--- src/cmpdc_regs.svh ---
/*
  Register offsets, field positions, reset values and select codes of the
  comparator digital control block.
  Assumes inclusion by bare name from the block's design files.
*/
`ifndef CMPDC_REGS_SVH
`define CMPDC_REGS_SVH

`define CMPDC_ADDR_CTRL0 8'h9b
`define CMPDC_ADDR_MODE 8'h9d
`define CMPDC_ADDR_MUX 8'h9f
`define CMPDC_ADDR_CTRL1 8'h99

`define CMPDC_CTRL0_RESET 8'h00
`define CMPDC_MODE_RESET 8'h02
`define CMPDC_MUX_RESET 8'h00
`define CMPDC_CTRL1_RESET 8'h00

`define CMPDC_CTRL0_ON 7
`define CMPDC_CTRL0_LEVEL 6
`define CMPDC_CTRL0_RISE 5
`define CMPDC_CTRL0_FALL 4
`define CMPDC_CTRL0_PHYS_HI 3
`define CMPDC_CTRL0_PHYS_LO 2
`define CMPDC_CTRL0_NHYS_HI 1
`define CMPDC_CTRL0_NHYS_LO 0

`define CMPDC_MODE_LATCH 7
`define CMPDC_MODE_INV 6
`define CMPDC_MODE_RIE 5
`define CMPDC_MODE_FIE 4
`define CMPDC_MODE_INPUT_CONNECTION_MODE_HI 3
`define CMPDC_MODE_INPUT_CONNECTION_MODE_LO 2
`define CMPDC_MODE_RESP_HI 1
`define CMPDC_MODE_RESP_LO 0

`define CMPDC_MUX_NEG_HI 3
`define CMPDC_MUX_NEG_LO 0
`define CMPDC_MUX_POS_HI 7
`define CMPDC_MUX_POS_LO 4

`define CMPDC_CTRL1_HOLD 7

`define CMPDC_NEG_LAST_PORT 4'h8
`define CMPDC_NEG_OPEN 4'h9
`define CMPDC_NEG_GND 4'ha
`define CMPDC_NEG_SUPPLY 4'hb

`endif

--- src/cmpdc_pkg.sv ---
/*
  Types shared by the comparator digital control block.
  Assumes nothing of its surroundings.
*/
`default_nettype none

package cmpdc_pkg;

  typedef enum logic [1:0] {
    CMPDC_DIRECT,
    CMPDC_NEG_GROUND,
    CMPDC_NEG_DAC,
    CMPDC_POS_DAC
  } cmpdc_input_connection_mode_t;

  typedef logic [7:0] cmpdc_byte_t;
  typedef logic [3:0] cmpdc_sel_t;

endpackage

`default_nettype wire

--- src/cmpdc_out_if.sv ---
/*
  Carrier between the register side and the output stage of the comparator.
  Assumes both ends run on the same core clock.
*/
`timescale 1ns/10ps
`default_nettype none

interface cmpdc_out_if;
  logic enable;
  logic invert;
  logic hold_en;
  logic hold_gate;
  logic level;
  logic rise;
  logic fall;

  modport stage (
    input enable,
    input invert,
    input hold_en,
    input hold_gate,
    output level,
    output rise,
    output fall
  );

  modport ctrl (
    output enable,
    output invert,
    output hold_en,
    output hold_gate,
    input level,
    input rise,
    input fall
  );
endinterface

`default_nettype wire

--- src/cmpdc_out_stage.sv ---
/*
  Output stage: synchroniser, inversion, inhibit hold, enable gating and
  edge detection of the comparator decision.
  Assumes raw_in is asynchronous to clk and hold_gate is synchronous.
*/
`timescale 1ns/10ps
`default_nettype none

module cmpdc_out_stage (
  input wire logic clk,
  input wire logic rst,
  input wire logic raw_in,
  cmpdc_out_if.stage port_if
);
  import cmpdc_pkg::*;

  logic sync_a;
  logic sync_b;
  logic held;
  logic level;
  logic prev;

  always_ff @(posedge clk) begin
    if (rst) begin
      sync_a <= 1'b0;
      sync_b <= 1'b0;
    end else begin
      sync_a <= raw_in;
      sync_b <= sync_a;
    end
  end

  // Inversion sits ahead of the hold so a held value stays as seen
  always_ff @(posedge clk) begin
    if (rst) begin
      held <= 1'b0;
    end else if (!(port_if.hold_en && !port_if.hold_gate)) begin
      held <= sync_b ^ port_if.invert;
    end
  end

  always_ff @(posedge clk) begin
    if (rst) begin
      level <= 1'b0;
      prev <= 1'b0;
    end else begin
      level <= port_if.enable & held;
      prev <= level;
    end
  end

  assign port_if.level = level;
  assign port_if.rise = level & ~prev;
  assign port_if.fall = ~level & prev;
endmodule // cmpdc_out_stage

`default_nettype wire

--- src/cmpdc_top.sv ---
/*
  Comparator digital control: special-function registers, input routing
  decode, output routing, edge flags and interrupt request.
  Assumes a single-cycle register bus on SYS_CLK, an analog core that takes
  the routing controls, and a raw comparator decision asynchronous to SYS_CLK.
*/
`timescale 1ns/10ps
`default_nettype none
`include "cmpdc_regs.svh"

module cmpdc_top (
  input wire logic SYS_CLK,
  input wire logic RST,
  input wire cmpdc_pkg::cmpdc_byte_t SFR_ADDR,
  input wire cmpdc_pkg::cmpdc_byte_t SFR_WDATA,
  input wire logic SFR_WR,
  input wire logic SFR_RD,
  output cmpdc_pkg::cmpdc_byte_t SFR_RDATA,
  input wire logic CMP_RAW,
  input wire logic COUNTER_CHANNEL_TWO_OUT,
  input wire logic COUNTER_OVERFLOW,
  output logic CMP_POWER_ON,
  output logic [1:0] RESP_MODE,
  output logic [1:0] POS_HYSTERESIS,
  output logic [1:0] NEG_HYSTERESIS,
  output cmpdc_pkg::cmpdc_sel_t POS_CHANNEL,
  output logic [8:0] NEG_PORT_CHANNEL,
  output logic NEG_MUX_GROUND,
  output logic NEG_MUX_SUPPLY,
  output logic POS_DIRECT,
  output logic NEG_DIRECT,
  output logic NEG_GROUNDED,
  output logic DAC_ENABLE,
  output logic DAC_ON_POS,
  output logic DAC_ON_NEG,
  output logic OUT_SYNC,
  output logic OUT_ASYNC,
  output logic RESET_SOURCE,
  output logic KILL_TRIGGER,
  output logic IRQ
);
  import cmpdc_pkg::*;

  // Software-visible state
  logic comparator_on;
  logic rise_flag;
  logic fall_flag;
  logic [1:0] pos_hysteresis;
  logic [1:0] neg_hysteresis;
  logic latched_level;
  logic output_invert;
  logic rise_irq_enable;
  logic fall_irq_enable;
  cmpdc_input_connection_mode_t input_connection_mode;
  logic [1:0] resp_mode;
  cmpdc_sel_t neg_input_select;
  cmpdc_sel_t pos_input_select;
  logic output_hold_enable;

  // Bus decode
  logic wr_ctrl0;
  logic wr_mode;
  logic wr_mux;
  logic wr_ctrl1;
  cmpdc_byte_t read_mux;
  cmpdc_byte_t rdata;

  // Output stage
  logic output_level;
  logic rise_event;
  logic fall_event;

  // Routing decode
  logic [8:0] next_neg_port;
  logic next_neg_gnd;
  logic next_neg_supply;
  logic next_pos_direct;
  logic next_neg_direct;
  logic next_neg_grounded;
  logic next_dac_on_pos;
  logic next_dac_on_neg;
  logic [8:0] neg_port;
  logic neg_gnd;
  logic neg_supply;
  logic pos_direct;
  logic neg_direct;
  logic neg_grounded;
  logic dac_on_pos;
  logic dac_on_neg;
  logic irq;

  cmpdc_out_if out_bus ();

  assign wr_ctrl0 = SFR_WR && (SFR_ADDR == `CMPDC_ADDR_CTRL0);
  assign wr_mode = SFR_WR && (SFR_ADDR == `CMPDC_ADDR_MODE);
  assign wr_mux = SFR_WR && (SFR_ADDR == `CMPDC_ADDR_MUX);
  assign wr_ctrl1 = SFR_WR && (SFR_ADDR == `CMPDC_ADDR_CTRL1);

  // Control register zero, apart from the edge flags
  always_ff @(posedge SYS_CLK) begin
    if (RST) begin
      comparator_on <= 1'(`CMPDC_CTRL0_RESET >> `CMPDC_CTRL0_ON);
      pos_hysteresis <= 2'h0;
      neg_hysteresis <= 2'h0;
    end else if (wr_ctrl0) begin
      comparator_on <= SFR_WDATA[`CMPDC_CTRL0_ON];
      pos_hysteresis <= SFR_WDATA[`CMPDC_CTRL0_PHYS_HI:`CMPDC_CTRL0_PHYS_LO];
      neg_hysteresis <= SFR_WDATA[`CMPDC_CTRL0_NHYS_HI:`CMPDC_CTRL0_NHYS_LO];
    end
  end

  // Edge flags: a hardware edge beats a software clear in the same cycle
  always_ff @(posedge SYS_CLK) begin
    if (RST) begin
      rise_flag <= 1'b0;
      fall_flag <= 1'b0;
    end else begin
      if (rise_event) begin
        rise_flag <= 1'b1;
      end else if (wr_ctrl0) begin
        rise_flag <= SFR_WDATA[`CMPDC_CTRL0_RISE];
      end
      if (fall_event) begin
        fall_flag <= 1'b1;
      end else if (wr_ctrl0) begin
        fall_flag <= SFR_WDATA[`CMPDC_CTRL0_FALL];
      end
    end
  end

  // Mode register
  always_ff @(posedge SYS_CLK) begin
    if (RST) begin
      output_invert <= 1'b0;
      rise_irq_enable <= 1'b0;
      fall_irq_enable <= 1'b0;
      input_connection_mode <= CMPDC_DIRECT;
      resp_mode <= 2'(`CMPDC_MODE_RESET);
    end else if (wr_mode) begin
      output_invert <= SFR_WDATA[`CMPDC_MODE_INV];
      rise_irq_enable <= SFR_WDATA[`CMPDC_MODE_RIE];
      fall_irq_enable <= SFR_WDATA[`CMPDC_MODE_FIE];
      input_connection_mode <= cmpdc_input_connection_mode_t'(SFR_WDATA[`CMPDC_MODE_INPUT_CONNECTION_MODE_HI:`CMPDC_MODE_INPUT_CONNECTION_MODE_LO]);
      resp_mode <= SFR_WDATA[`CMPDC_MODE_RESP_HI:`CMPDC_MODE_RESP_LO];
    end
  end

  // Level seen at the last counter overflow; software may also write it
  always_ff @(posedge SYS_CLK) begin
    if (RST) begin
      latched_level <= 1'b0;
    end else if (COUNTER_OVERFLOW) begin
      latched_level <= output_level;
    end else if (wr_mode) begin
      latched_level <= SFR_WDATA[`CMPDC_MODE_LATCH];
    end
  end

  // Multiplexer register and control register one
  always_ff @(posedge SYS_CLK) begin
    if (RST) begin
      neg_input_select <= 4'(`CMPDC_MUX_RESET);
      pos_input_select <= 4'(`CMPDC_MUX_RESET >> `CMPDC_MUX_POS_LO);
    end else if (wr_mux) begin
      neg_input_select <= SFR_WDATA[`CMPDC_MUX_NEG_HI:`CMPDC_MUX_NEG_LO];
      pos_input_select <= SFR_WDATA[`CMPDC_MUX_POS_HI:`CMPDC_MUX_POS_LO];
    end
  end

  always_ff @(posedge SYS_CLK) begin
    if (RST) begin
      output_hold_enable <= 1'(`CMPDC_CTRL1_RESET >> `CMPDC_CTRL1_HOLD);
    end else if (wr_ctrl1) begin
      output_hold_enable <= SFR_WDATA[`CMPDC_CTRL1_HOLD];
    end
  end

  // Read path: reads change nothing; unmapped addresses read zero
  always_comb begin
    read_mux = 8'h00;
    unique case (SFR_ADDR)
      `CMPDC_ADDR_CTRL0: begin
        read_mux[`CMPDC_CTRL0_ON] = comparator_on;
        read_mux[`CMPDC_CTRL0_LEVEL] = output_level;
        read_mux[`CMPDC_CTRL0_RISE] = rise_flag;
        read_mux[`CMPDC_CTRL0_FALL] = fall_flag;
        read_mux[`CMPDC_CTRL0_PHYS_HI:`CMPDC_CTRL0_PHYS_LO] = pos_hysteresis;
        read_mux[`CMPDC_CTRL0_NHYS_HI:`CMPDC_CTRL0_NHYS_LO] = neg_hysteresis;
      end
      `CMPDC_ADDR_MODE: begin
        read_mux[`CMPDC_MODE_LATCH] = latched_level;
        read_mux[`CMPDC_MODE_INV] = output_invert;
        read_mux[`CMPDC_MODE_RIE] = rise_irq_enable;
        read_mux[`CMPDC_MODE_FIE] = fall_irq_enable;
        read_mux[`CMPDC_MODE_INPUT_CONNECTION_MODE_HI:`CMPDC_MODE_INPUT_CONNECTION_MODE_LO] = input_connection_mode;
        read_mux[`CMPDC_MODE_RESP_HI:`CMPDC_MODE_RESP_LO] = resp_mode;
      end
      `CMPDC_ADDR_MUX: begin
        read_mux[`CMPDC_MUX_NEG_HI:`CMPDC_MUX_NEG_LO] = neg_input_select;
        read_mux[`CMPDC_MUX_POS_HI:`CMPDC_MUX_POS_LO] = pos_input_select;
      end
      `CMPDC_ADDR_CTRL1: begin
        read_mux[`CMPDC_CTRL1_HOLD] = output_hold_enable;
      end
      default: begin
        read_mux = 8'h00;
      end
    endcase
  end

  // Read data holds its last value between reads
  always_ff @(posedge SYS_CLK) begin
    if (RST) begin
      rdata <= 8'h00;
    end else if (SFR_RD) begin
      rdata <= read_mux;
    end
  end

  // Negative multiplexer: one switch per port channel
  genvar ch;
  generate
    for (ch = 0; ch <= `CMPDC_NEG_LAST_PORT; ch = ch + 1) begin : g_neg_port
      assign next_neg_port[ch] = (neg_input_select == 4'(ch));
    end
  endgenerate

  // Codes above the supply code, and the open code, close no switch
  assign next_neg_gnd = (neg_input_select == `CMPDC_NEG_GND);
  assign next_neg_supply = (neg_input_select == `CMPDC_NEG_SUPPLY);

  // Input connection arrangement
  always_comb begin
    next_pos_direct = 1'b1;
    next_neg_direct = 1'b1;
    next_neg_grounded = 1'b0;
    next_dac_on_pos = 1'b0;
    next_dac_on_neg = 1'b0;
    unique case (input_connection_mode)
      CMPDC_DIRECT: begin
        next_pos_direct = 1'b1;
        next_neg_direct = 1'b1;
      end
      CMPDC_NEG_GROUND: begin
        next_neg_direct = 1'b0;
        next_neg_grounded = 1'b1;
      end
      CMPDC_NEG_DAC: begin
        next_neg_direct = 1'b0;
        next_dac_on_neg = 1'b1;
      end
      CMPDC_POS_DAC: begin
        next_pos_direct = 1'b0;
        next_dac_on_pos = 1'b1;
      end
    endcase
  end

  // Routing is registered so the analog switches never see decode glitches
  always_ff @(posedge SYS_CLK) begin
    if (RST) begin
      neg_port <= 9'h001;
      neg_gnd <= 1'b0;
      neg_supply <= 1'b0;
      pos_direct <= 1'b1;
      neg_direct <= 1'b1;
      neg_grounded <= 1'b0;
      dac_on_pos <= 1'b0;
      dac_on_neg <= 1'b0;
    end else begin
      neg_port <= next_neg_port;
      neg_gnd <= next_neg_gnd;
      neg_supply <= next_neg_supply;
      pos_direct <= next_pos_direct;
      neg_direct <= next_neg_direct;
      neg_grounded <= next_neg_grounded;
      dac_on_pos <= next_dac_on_pos;
      dac_on_neg <= next_dac_on_neg;
    end
  end

  // Interrupt request, one cycle behind the flags
  always_ff @(posedge SYS_CLK) begin
    if (RST) begin
      irq <= 1'b0;
    end else begin
      irq <= (rise_flag & rise_irq_enable) | (fall_flag & fall_irq_enable);
    end
  end

  assign out_bus.enable = comparator_on;
  assign out_bus.invert = output_invert;
  assign out_bus.hold_en = output_hold_enable;
  assign out_bus.hold_gate = COUNTER_CHANNEL_TWO_OUT;
  assign output_level = out_bus.level;
  assign rise_event = out_bus.rise;
  assign fall_event = out_bus.fall;

  cmpdc_out_stage u_stage (
    .clk(SYS_CLK),
    .rst(RST),
    .raw_in(CMP_RAW),
    .port_if(out_bus)
  );

  assign SFR_RDATA = rdata;
  assign CMP_POWER_ON = comparator_on;
  assign RESP_MODE = resp_mode;
  assign POS_HYSTERESIS = pos_hysteresis;
  assign NEG_HYSTERESIS = neg_hysteresis;
  assign POS_CHANNEL = pos_input_select;
  assign NEG_PORT_CHANNEL = neg_port;
  assign NEG_MUX_GROUND = neg_gnd;
  assign NEG_MUX_SUPPLY = neg_supply;
  assign POS_DIRECT = pos_direct;
  assign NEG_DIRECT = neg_direct;
  assign NEG_GROUNDED = neg_grounded;
  assign DAC_ENABLE = dac_on_pos | dac_on_neg;
  assign DAC_ON_POS = dac_on_pos;
  assign DAC_ON_NEG = dac_on_neg;
  assign OUT_SYNC = output_level;
  // Raw path skips the hold: no clock to freeze it against
  assign OUT_ASYNC = comparator_on & (CMP_RAW ^ output_invert);
  assign RESET_SOURCE = output_level;
  assign KILL_TRIGGER = output_level;
  assign IRQ = irq;
endmodule // cmpdc_top

`default_nettype wire

--- config.mk ---
export PLATFORM = sky130hd
export DESIGN_NAME = cmpdc_top
export DESIGN_NICKNAME = d
export VERILOG_FILES = /design/src/cmpdc_pkg.sv /design/src/cmpdc_out_if.sv /design/src/cmpdc_out_stage.sv /design/src/cmpdc_top.sv
export VERILOG_INCLUDE_DIRS = /design/src
export SDC_FILE = /design/constraint.sdc
export NUM_CORES = 1
export LEC_CHECK = 0
export ABC_CLOCK_PERIOD_IN_PS = 2400
export BUFFER_PORTS_ARGS = -buffer_cell sky130_fd_sc_hd__buf_2
export CAP_MARGIN = 30
export CORE_MARGIN = 4
export CORE_UTILIZATION = 35
export CTS_BUF_LIST = sky130_fd_sc_hd__clkbuf_4
export DETAILED_ROUTE_END_ITERATION = 10
export HOLD_SLACK_MARGIN = 0.12
export PLACE_DENSITY = 0.55
export SYNTH_ARGS = -nofsm -noshare
export SYNTH_HDL_FRONTEND = slang
export SYNTH_HIERARCHICAL = 1
export SYNTH_SLANG_ARGS = --single-unit
--- constraint.sdc ---
create_clock -name SYS_CLK -period 2.4 [get_ports SYS_CLK]
set_clock_uncertainty 0.1 [all_clocks]
set_input_delay 0.72 -clock SYS_CLK [delete_from_list [all_inputs] [get_ports SYS_CLK]]
set_output_delay 0.72 -clock SYS_CLK [all_outputs]
set_load 0.02 [all_outputs]
## Word level (Yosys, flattened, before mapping)

Cells that the tools add are included.

- Bits in registers: 54
- Input port bits: 23
- Output and inout bits: 41
- Word-level logic and storage cells: 82

- Equality and inequality tests: 17
- Muxes and demuxes: 13
- Bitwise operators: 12
- Reductions and logical operators: 11

Operators by type and width:

| kind | count |
|---|---|
| equality test 8 bit (second input constant) | 4 |
| one-hot mux 7 bit (3 select lines) | 1 |
| equality test 4 x 3 -> 1 bit (second input constant) | 4 |
| equality test 4 bit (second input constant) | 3 |
| two-way mux 1 bit | 11 |
| equality test 4 x 2 -> 1 bit (second input constant) | 2 |
| bitwise AND 1 bit | 6 |
| nonzero test 2 bit | 3 |
| logical AND 1 bit | 5 |
| equality test 2 bit (second input constant) | 2 |
| equality test 4 x 1 -> 1 bit (second input constant) | 1 |
| zero test 4 bit | 1 |
| one-hot mux 1 bit (4 select lines) | 1 |
| equality test 2 x 1 -> 1 bit (second input constant) | 1 |
| inverter 1 bit | 2 |
| bitwise OR 1 bit | 2 |
| OR reduction 2 bit | 1 |
| bitwise XOR 1 bit | 2 |
| zero test 1 bit | 1 |

## Logic depth before layout (Yosys ltp)

- Word-level depth: 4
- Gate-level depth with buffers: 6

## Hierarchy

Netlist, hierarchy kept.

Modules (own cells, without submodules):

| module | instances | cells an instance | area an instance (sq um) | seq. area each (sq um) |
|---|---|---|---|---|
| cmpdc_top | 1 | 208 | 2001.9 | 980.9 |
| cmpdc_out_stage | 1 | 16 | 168.9 | 100.1 |

## Least setup slack after synthesis

OpenSTA, ideal clock, no wires.

- Path kind: input -> register
- From: input SFR_ADDR[5]
- To: register latched_level
- Setup time: 103 ps
- Data arrival time: 1873 ps
- Setup slack: 324 ps
- Stages on the path: 4
- Path through: nand4b_4 -> nor4_4 -> nor3_2 -> a2111oi_2

- Longest elaborated chain between the ends: 3

Ends and longest elaborated chain:

| what | line | text |
|---|---|---|
| from (decl) | cmpdc_top.sv:14 | `input wire cmpdc_pkg::cmpdc_byte_t SFR_ADDR,` |
| equality test 8 bit | -- |  |
| logical AND 1 bit | cmpdc_top.sv:95 | `` assign wr_mode = SFR_WR && (SFR_ADDR == `CMPDC_ADDR_MODE); `` |
| nonzero test 2 bit (no source line) | -- |  |
| to (signal assigned) | cmpdc_top.sv:153 | `latched_level <= output_level;` |
| to (signal assigned) | cmpdc_top.sv:155 | `` latched_level <= SFR_WDATA[`CMPDC_MODE_LATCH]; `` |
| to (decl) | cmpdc_top.sv:50 | `logic latched_level;` |

Every way passes these cells.
A chain may end at the register's enable or synchronous reset.

## Final worst setup path

- From: input CMP_RAW
- To: output OUT_ASYNC

- Longest elaborated chain between the ends: 2

Ends and longest elaborated chain:

| what | line | text |
|---|---|---|
| from (decl) | cmpdc_top.sv:19 | `input wire logic CMP_RAW,` |
| bitwise XOR 1 bit | cmpdc_top.sv:323 | `assign OUT_ASYNC = comparator_on & (CMP_RAW ^ output_invert);` |
| bitwise AND 1 bit | cmpdc_top.sv:323 |  |
| to (decl) | cmpdc_top.sv:37 | `output logic OUT_ASYNC,` |

Every way passes these cells.

==> flow_summary_export.csv <==
group,metric,value,unit
status,result_of_the_run,"finished, final reports clean",
timing,final-max-slew-violation-count,0,
worst_setup_path,timing.critical_path.cells,"buf_2 > xor2_1 > and2_1 > buf_2",
timing,rsz0062_at_grt,"no",
worst_setup_path,timing.critical_path.slowest_stage_cell,"and2_1",
logic_synthesis,post_synth_instance_area,2170,um^2
logic_synthesis,yosysTopAreaCell,"dfxtp_1",
drt,routedWlPerCell,13.6,um
grt,grt_max_degree,24,
grt,busiest_layer,"met2",
power_and_ir_drop,total_power_divided_by_cell_area,536,nW/um^2
logic_synthesis,synthesized_netlist_net_count,250,
clock_tree,clock_latency_on_the_worst_skew_pair,0.38,ns
worst_setup_path,cpPeakStageDelay,0.15,ns
grt,globalRouteMet2Util,0.203,
logic_synthesis,synth.top_cells.by_area,"dfxtp_1, mux2i_1, nor2_1",
clock_tree,cts_max_path_buffers,2,
cells_and_area,fillerInstances,629,
power_and_ir_drop,p_leak,0.00116,uW
clock_tree,numCtsBuffers,5,
drt,routed_via_density,4.66,
floorplan,die_area,7530,um^2
grt,m3_gr_usage,0.0390,
grt,global_route.usage.met1,0.194,
worst_setup_path,worst-path-max-fanout,2,
cells_and_area,area.growth.synth_to_final,21.1,%
placement,placement.io_buffers,63,
min_path,worstHoldPathType,"reg -> reg",
timing,final_min_period_over_clock_period,0.867,
timing,post-route-worst-setup-slack,0.320,ns
timing,totalNegativeSetupSlack,0,ns
placement,dp_slack,0.104,ns
timing,timing_worst_slew_pin_value,0.776,ns
floorplan,die_width,86.8,um
clock_tree,cts_hold_repair.buffers,0,
logic_synthesis,synth_seq_cells,54,
logic_synthesis,yosysWarningCount,6,
grt,grt_first_pass_wirelength,8050,um
clock_tree,cts_root_buffer,"clkbuf_4",
drt,initial_detailed_routing_violation_count,55,
drt,total_number_of_vias,1702,
placement,place_congestion,0.739,
drt,drt_pass1_iterations,4,
worst_setup_path,crit_top_cell,"buf_2",
timing,fin_crit,2.08,ns
clock_tree,tritoncts,"built",
cells_and_area,post_layout_nonfiller_instances,365,
logic_synthesis,yosys.area.top_type_share,0.498,
timing,max_freq,0.481,GHz
logic_synthesis,fraction_of_the_yosys_area_taken_by_sequential_cells,0.498,
floorplan,placement_rows,28,
cells_and_area,finish.net_count,315,
cells_and_area,mostFrequentLayoutCells,"buf_2, dfxtp_1, nor2_1",
drt,routed_wl,4960,um
worst_setup_path,crit_path_end_kind,"output pin",
clock_tree,cts_resized,0,
clock_tree,cts.reportedPaths.clkPinSlew,0.16,ns
grt,grt_pass1_vias,1617,
placement,placedCellCount,357,
drt,ant_nets,0,
clock_tree,post-cts-setup-buffers,0,
flow_run,maxCapViolations,0,
grt,overflow_left_after_global_routing,0,
floorplan,floorplan.core_area,5960,um^2
grt,grt_antenna_before_repair,0,
logic_synthesis,postSynthAreaPerCell,9.69,um^2
logic_synthesis,yosys.cell_types.count,39,
timing,slew-limit-headroom,0.479,
clock_tree,clock_sink_count,54,
cells_and_area,antenna_diode_count,0,
worst_setup_path,cp_data_arrival_time,1.26,ns
power_and_ir_drop,vdd_ir_drop_max,199,uV
placement,hpwlAfterDp,3810,um
floorplan,initial_util,0.364,
cells_and_area,layout-drive-gt1-share,0.317,
clock_tree,clock_tree.htree_level_count,2,
cells_and_area,most_common_cell_after_layout_fill_and_taps_aside,"buf_2",
floorplan,fp.dieH,86.8,um
timing,final_hold_viol_count,0,
worst_setup_path,worst_path_class_setup,"in -> out",
grt,track_usage,0.138,
worst_setup_path,worst-endpoint-required,1.58,ns
worst_setup_path,timing.critical_path.from_type,"input pin",
floorplan,num_io_pins,64,
drt,post-route-drc-count,0,
timing,final_setup_viols,0,
logic_synthesis,netlist_instances,224,
[worst max-delay path, delay by kind of cell]
family	cells	cell delay, ns
buffers and inverters	2	0.26
xor gates and xnor gates	1	0.13
and+or+nand+nor	1	0.15
[synth_stat cells, drive strengths merged]
| master | count |
|---|---|
| nor2 | 30 |
| dfxtp | 54 |
| nand4b | 1 |
| nand2b | 5 |
| and2 | 1 |
| o21ai | 9 |
| nor2b | 17 |
| xnor2 | 1 |
| o2bb2ai | 7 |
| nand3 | 9 |
| nand3b | 1 |
| a21oi | 8 |
| a211oi | 1 |
| a2111oi | 1 |
| or4 | 1 |
| nor3b | 1 |
| or2 | 2 |
| clkbuf | 4 |
| nor3 | 7 |
| or3 | 1 |
| nand2 | 19 |
| nor4 | 2 |
| mux4 | 1 |
| a22oi | 1 |
| a221oi | 2 |
| xor2 | 1 |
| ha | 3 |
| inv | 6 |
| mux2i | 20 |
| buf | 7 |
| o41ai | 1 |
[final cells by class]
type / count / area, um^2 / area share
Tap cell: 75 / 93.8 / 0.0357
Clock buffer: 5 / 37.5 / 0.0143
Clock inverter: 3 / 25.0 / 0.00952
Timing Repair Buffer: 69 / 360 / 0.137
Inverter: 6 / 22.5 / 0.00857
Multi-Input combinational cell: 153 / 1010 / 0.384
Sequential cell: 54 / 1080 / 0.411
[per-stage QoR]
step / power, uW / cell area (um^2) / util / hold WS (ns)
finish: 1410 / 2630 / 0.441 / 0.344
global placement: 1010 / 2570 / 0.431 / 0.317
global route: 1470 / 2630 / 0.441 / 0.366
detailed placement: 1010 / 2570 / 0.431 / 0.323
floorplan: 965 / 2170 / - / 0.310
CTS: 1430 / 2630 / 0.441 / 0.344
[state kept, by name (all words and copies together), names as in the netlist, 2 cells and up]
register	cells
NEG_PORT_CHANNEL	9
SFR_RDATA	8
POS_CHANNEL	4
neg_input_select	4
NEG_HYSTERESIS	2
POS_HYSTERESIS	2
RESP_MODE	2
input_connection_mode	2
[layer usage]
layer | share of wire | vias up
met5 | 0 | -
met4 | 0.015 | 0
met3 | 0.057 | 8
met2 | 0.42 | 36
met1 | 0.50 | 762
li1 | - | 896
[logic make-up (layout without fill, tap and decap cells)]
logic type,after synthesis,in the layout,share of synthesized area
AND/OR/NAND/NOR,97,97,0.233
flip-flops,54,54,0.498
AO/OA/AOI/OAI,30,30,0.104
multiplexers,21,21,0.103
buffers and inverters,17,83,0.0375
adder cells (fa/ha/maj),3,3,0.0173
XOR/XNOR,2,2,0.00807
[report_power, final]
| group | total, uW | internal, uW | switching [uW] |
|---|---|---|---|
| sequential | 902 | 901 | 1.84 |
| combinational | 85.3 | 33.6 | 51.7 |
| clock | 421 | 120 | 300 |
| total | 1410 | 1050 | 354 |
[final timing paths]
check                             startpoint               endpoint  slack [ns]  cells after the start
worst max-delay path                 CMP_RAW              OUT_ASYNC        0.32                      4
worst min-delay path            u_stage/held  u_stage/port_if.level        0.34                      2
worst max register to register  CMP_POWER_ON           SFR_RDATA[7]        1.16                      3
worst min register to register  u_stage/held  u_stage/port_if.level        0.34                      2
Note: power is estimated with default switching activity, not from simulation.
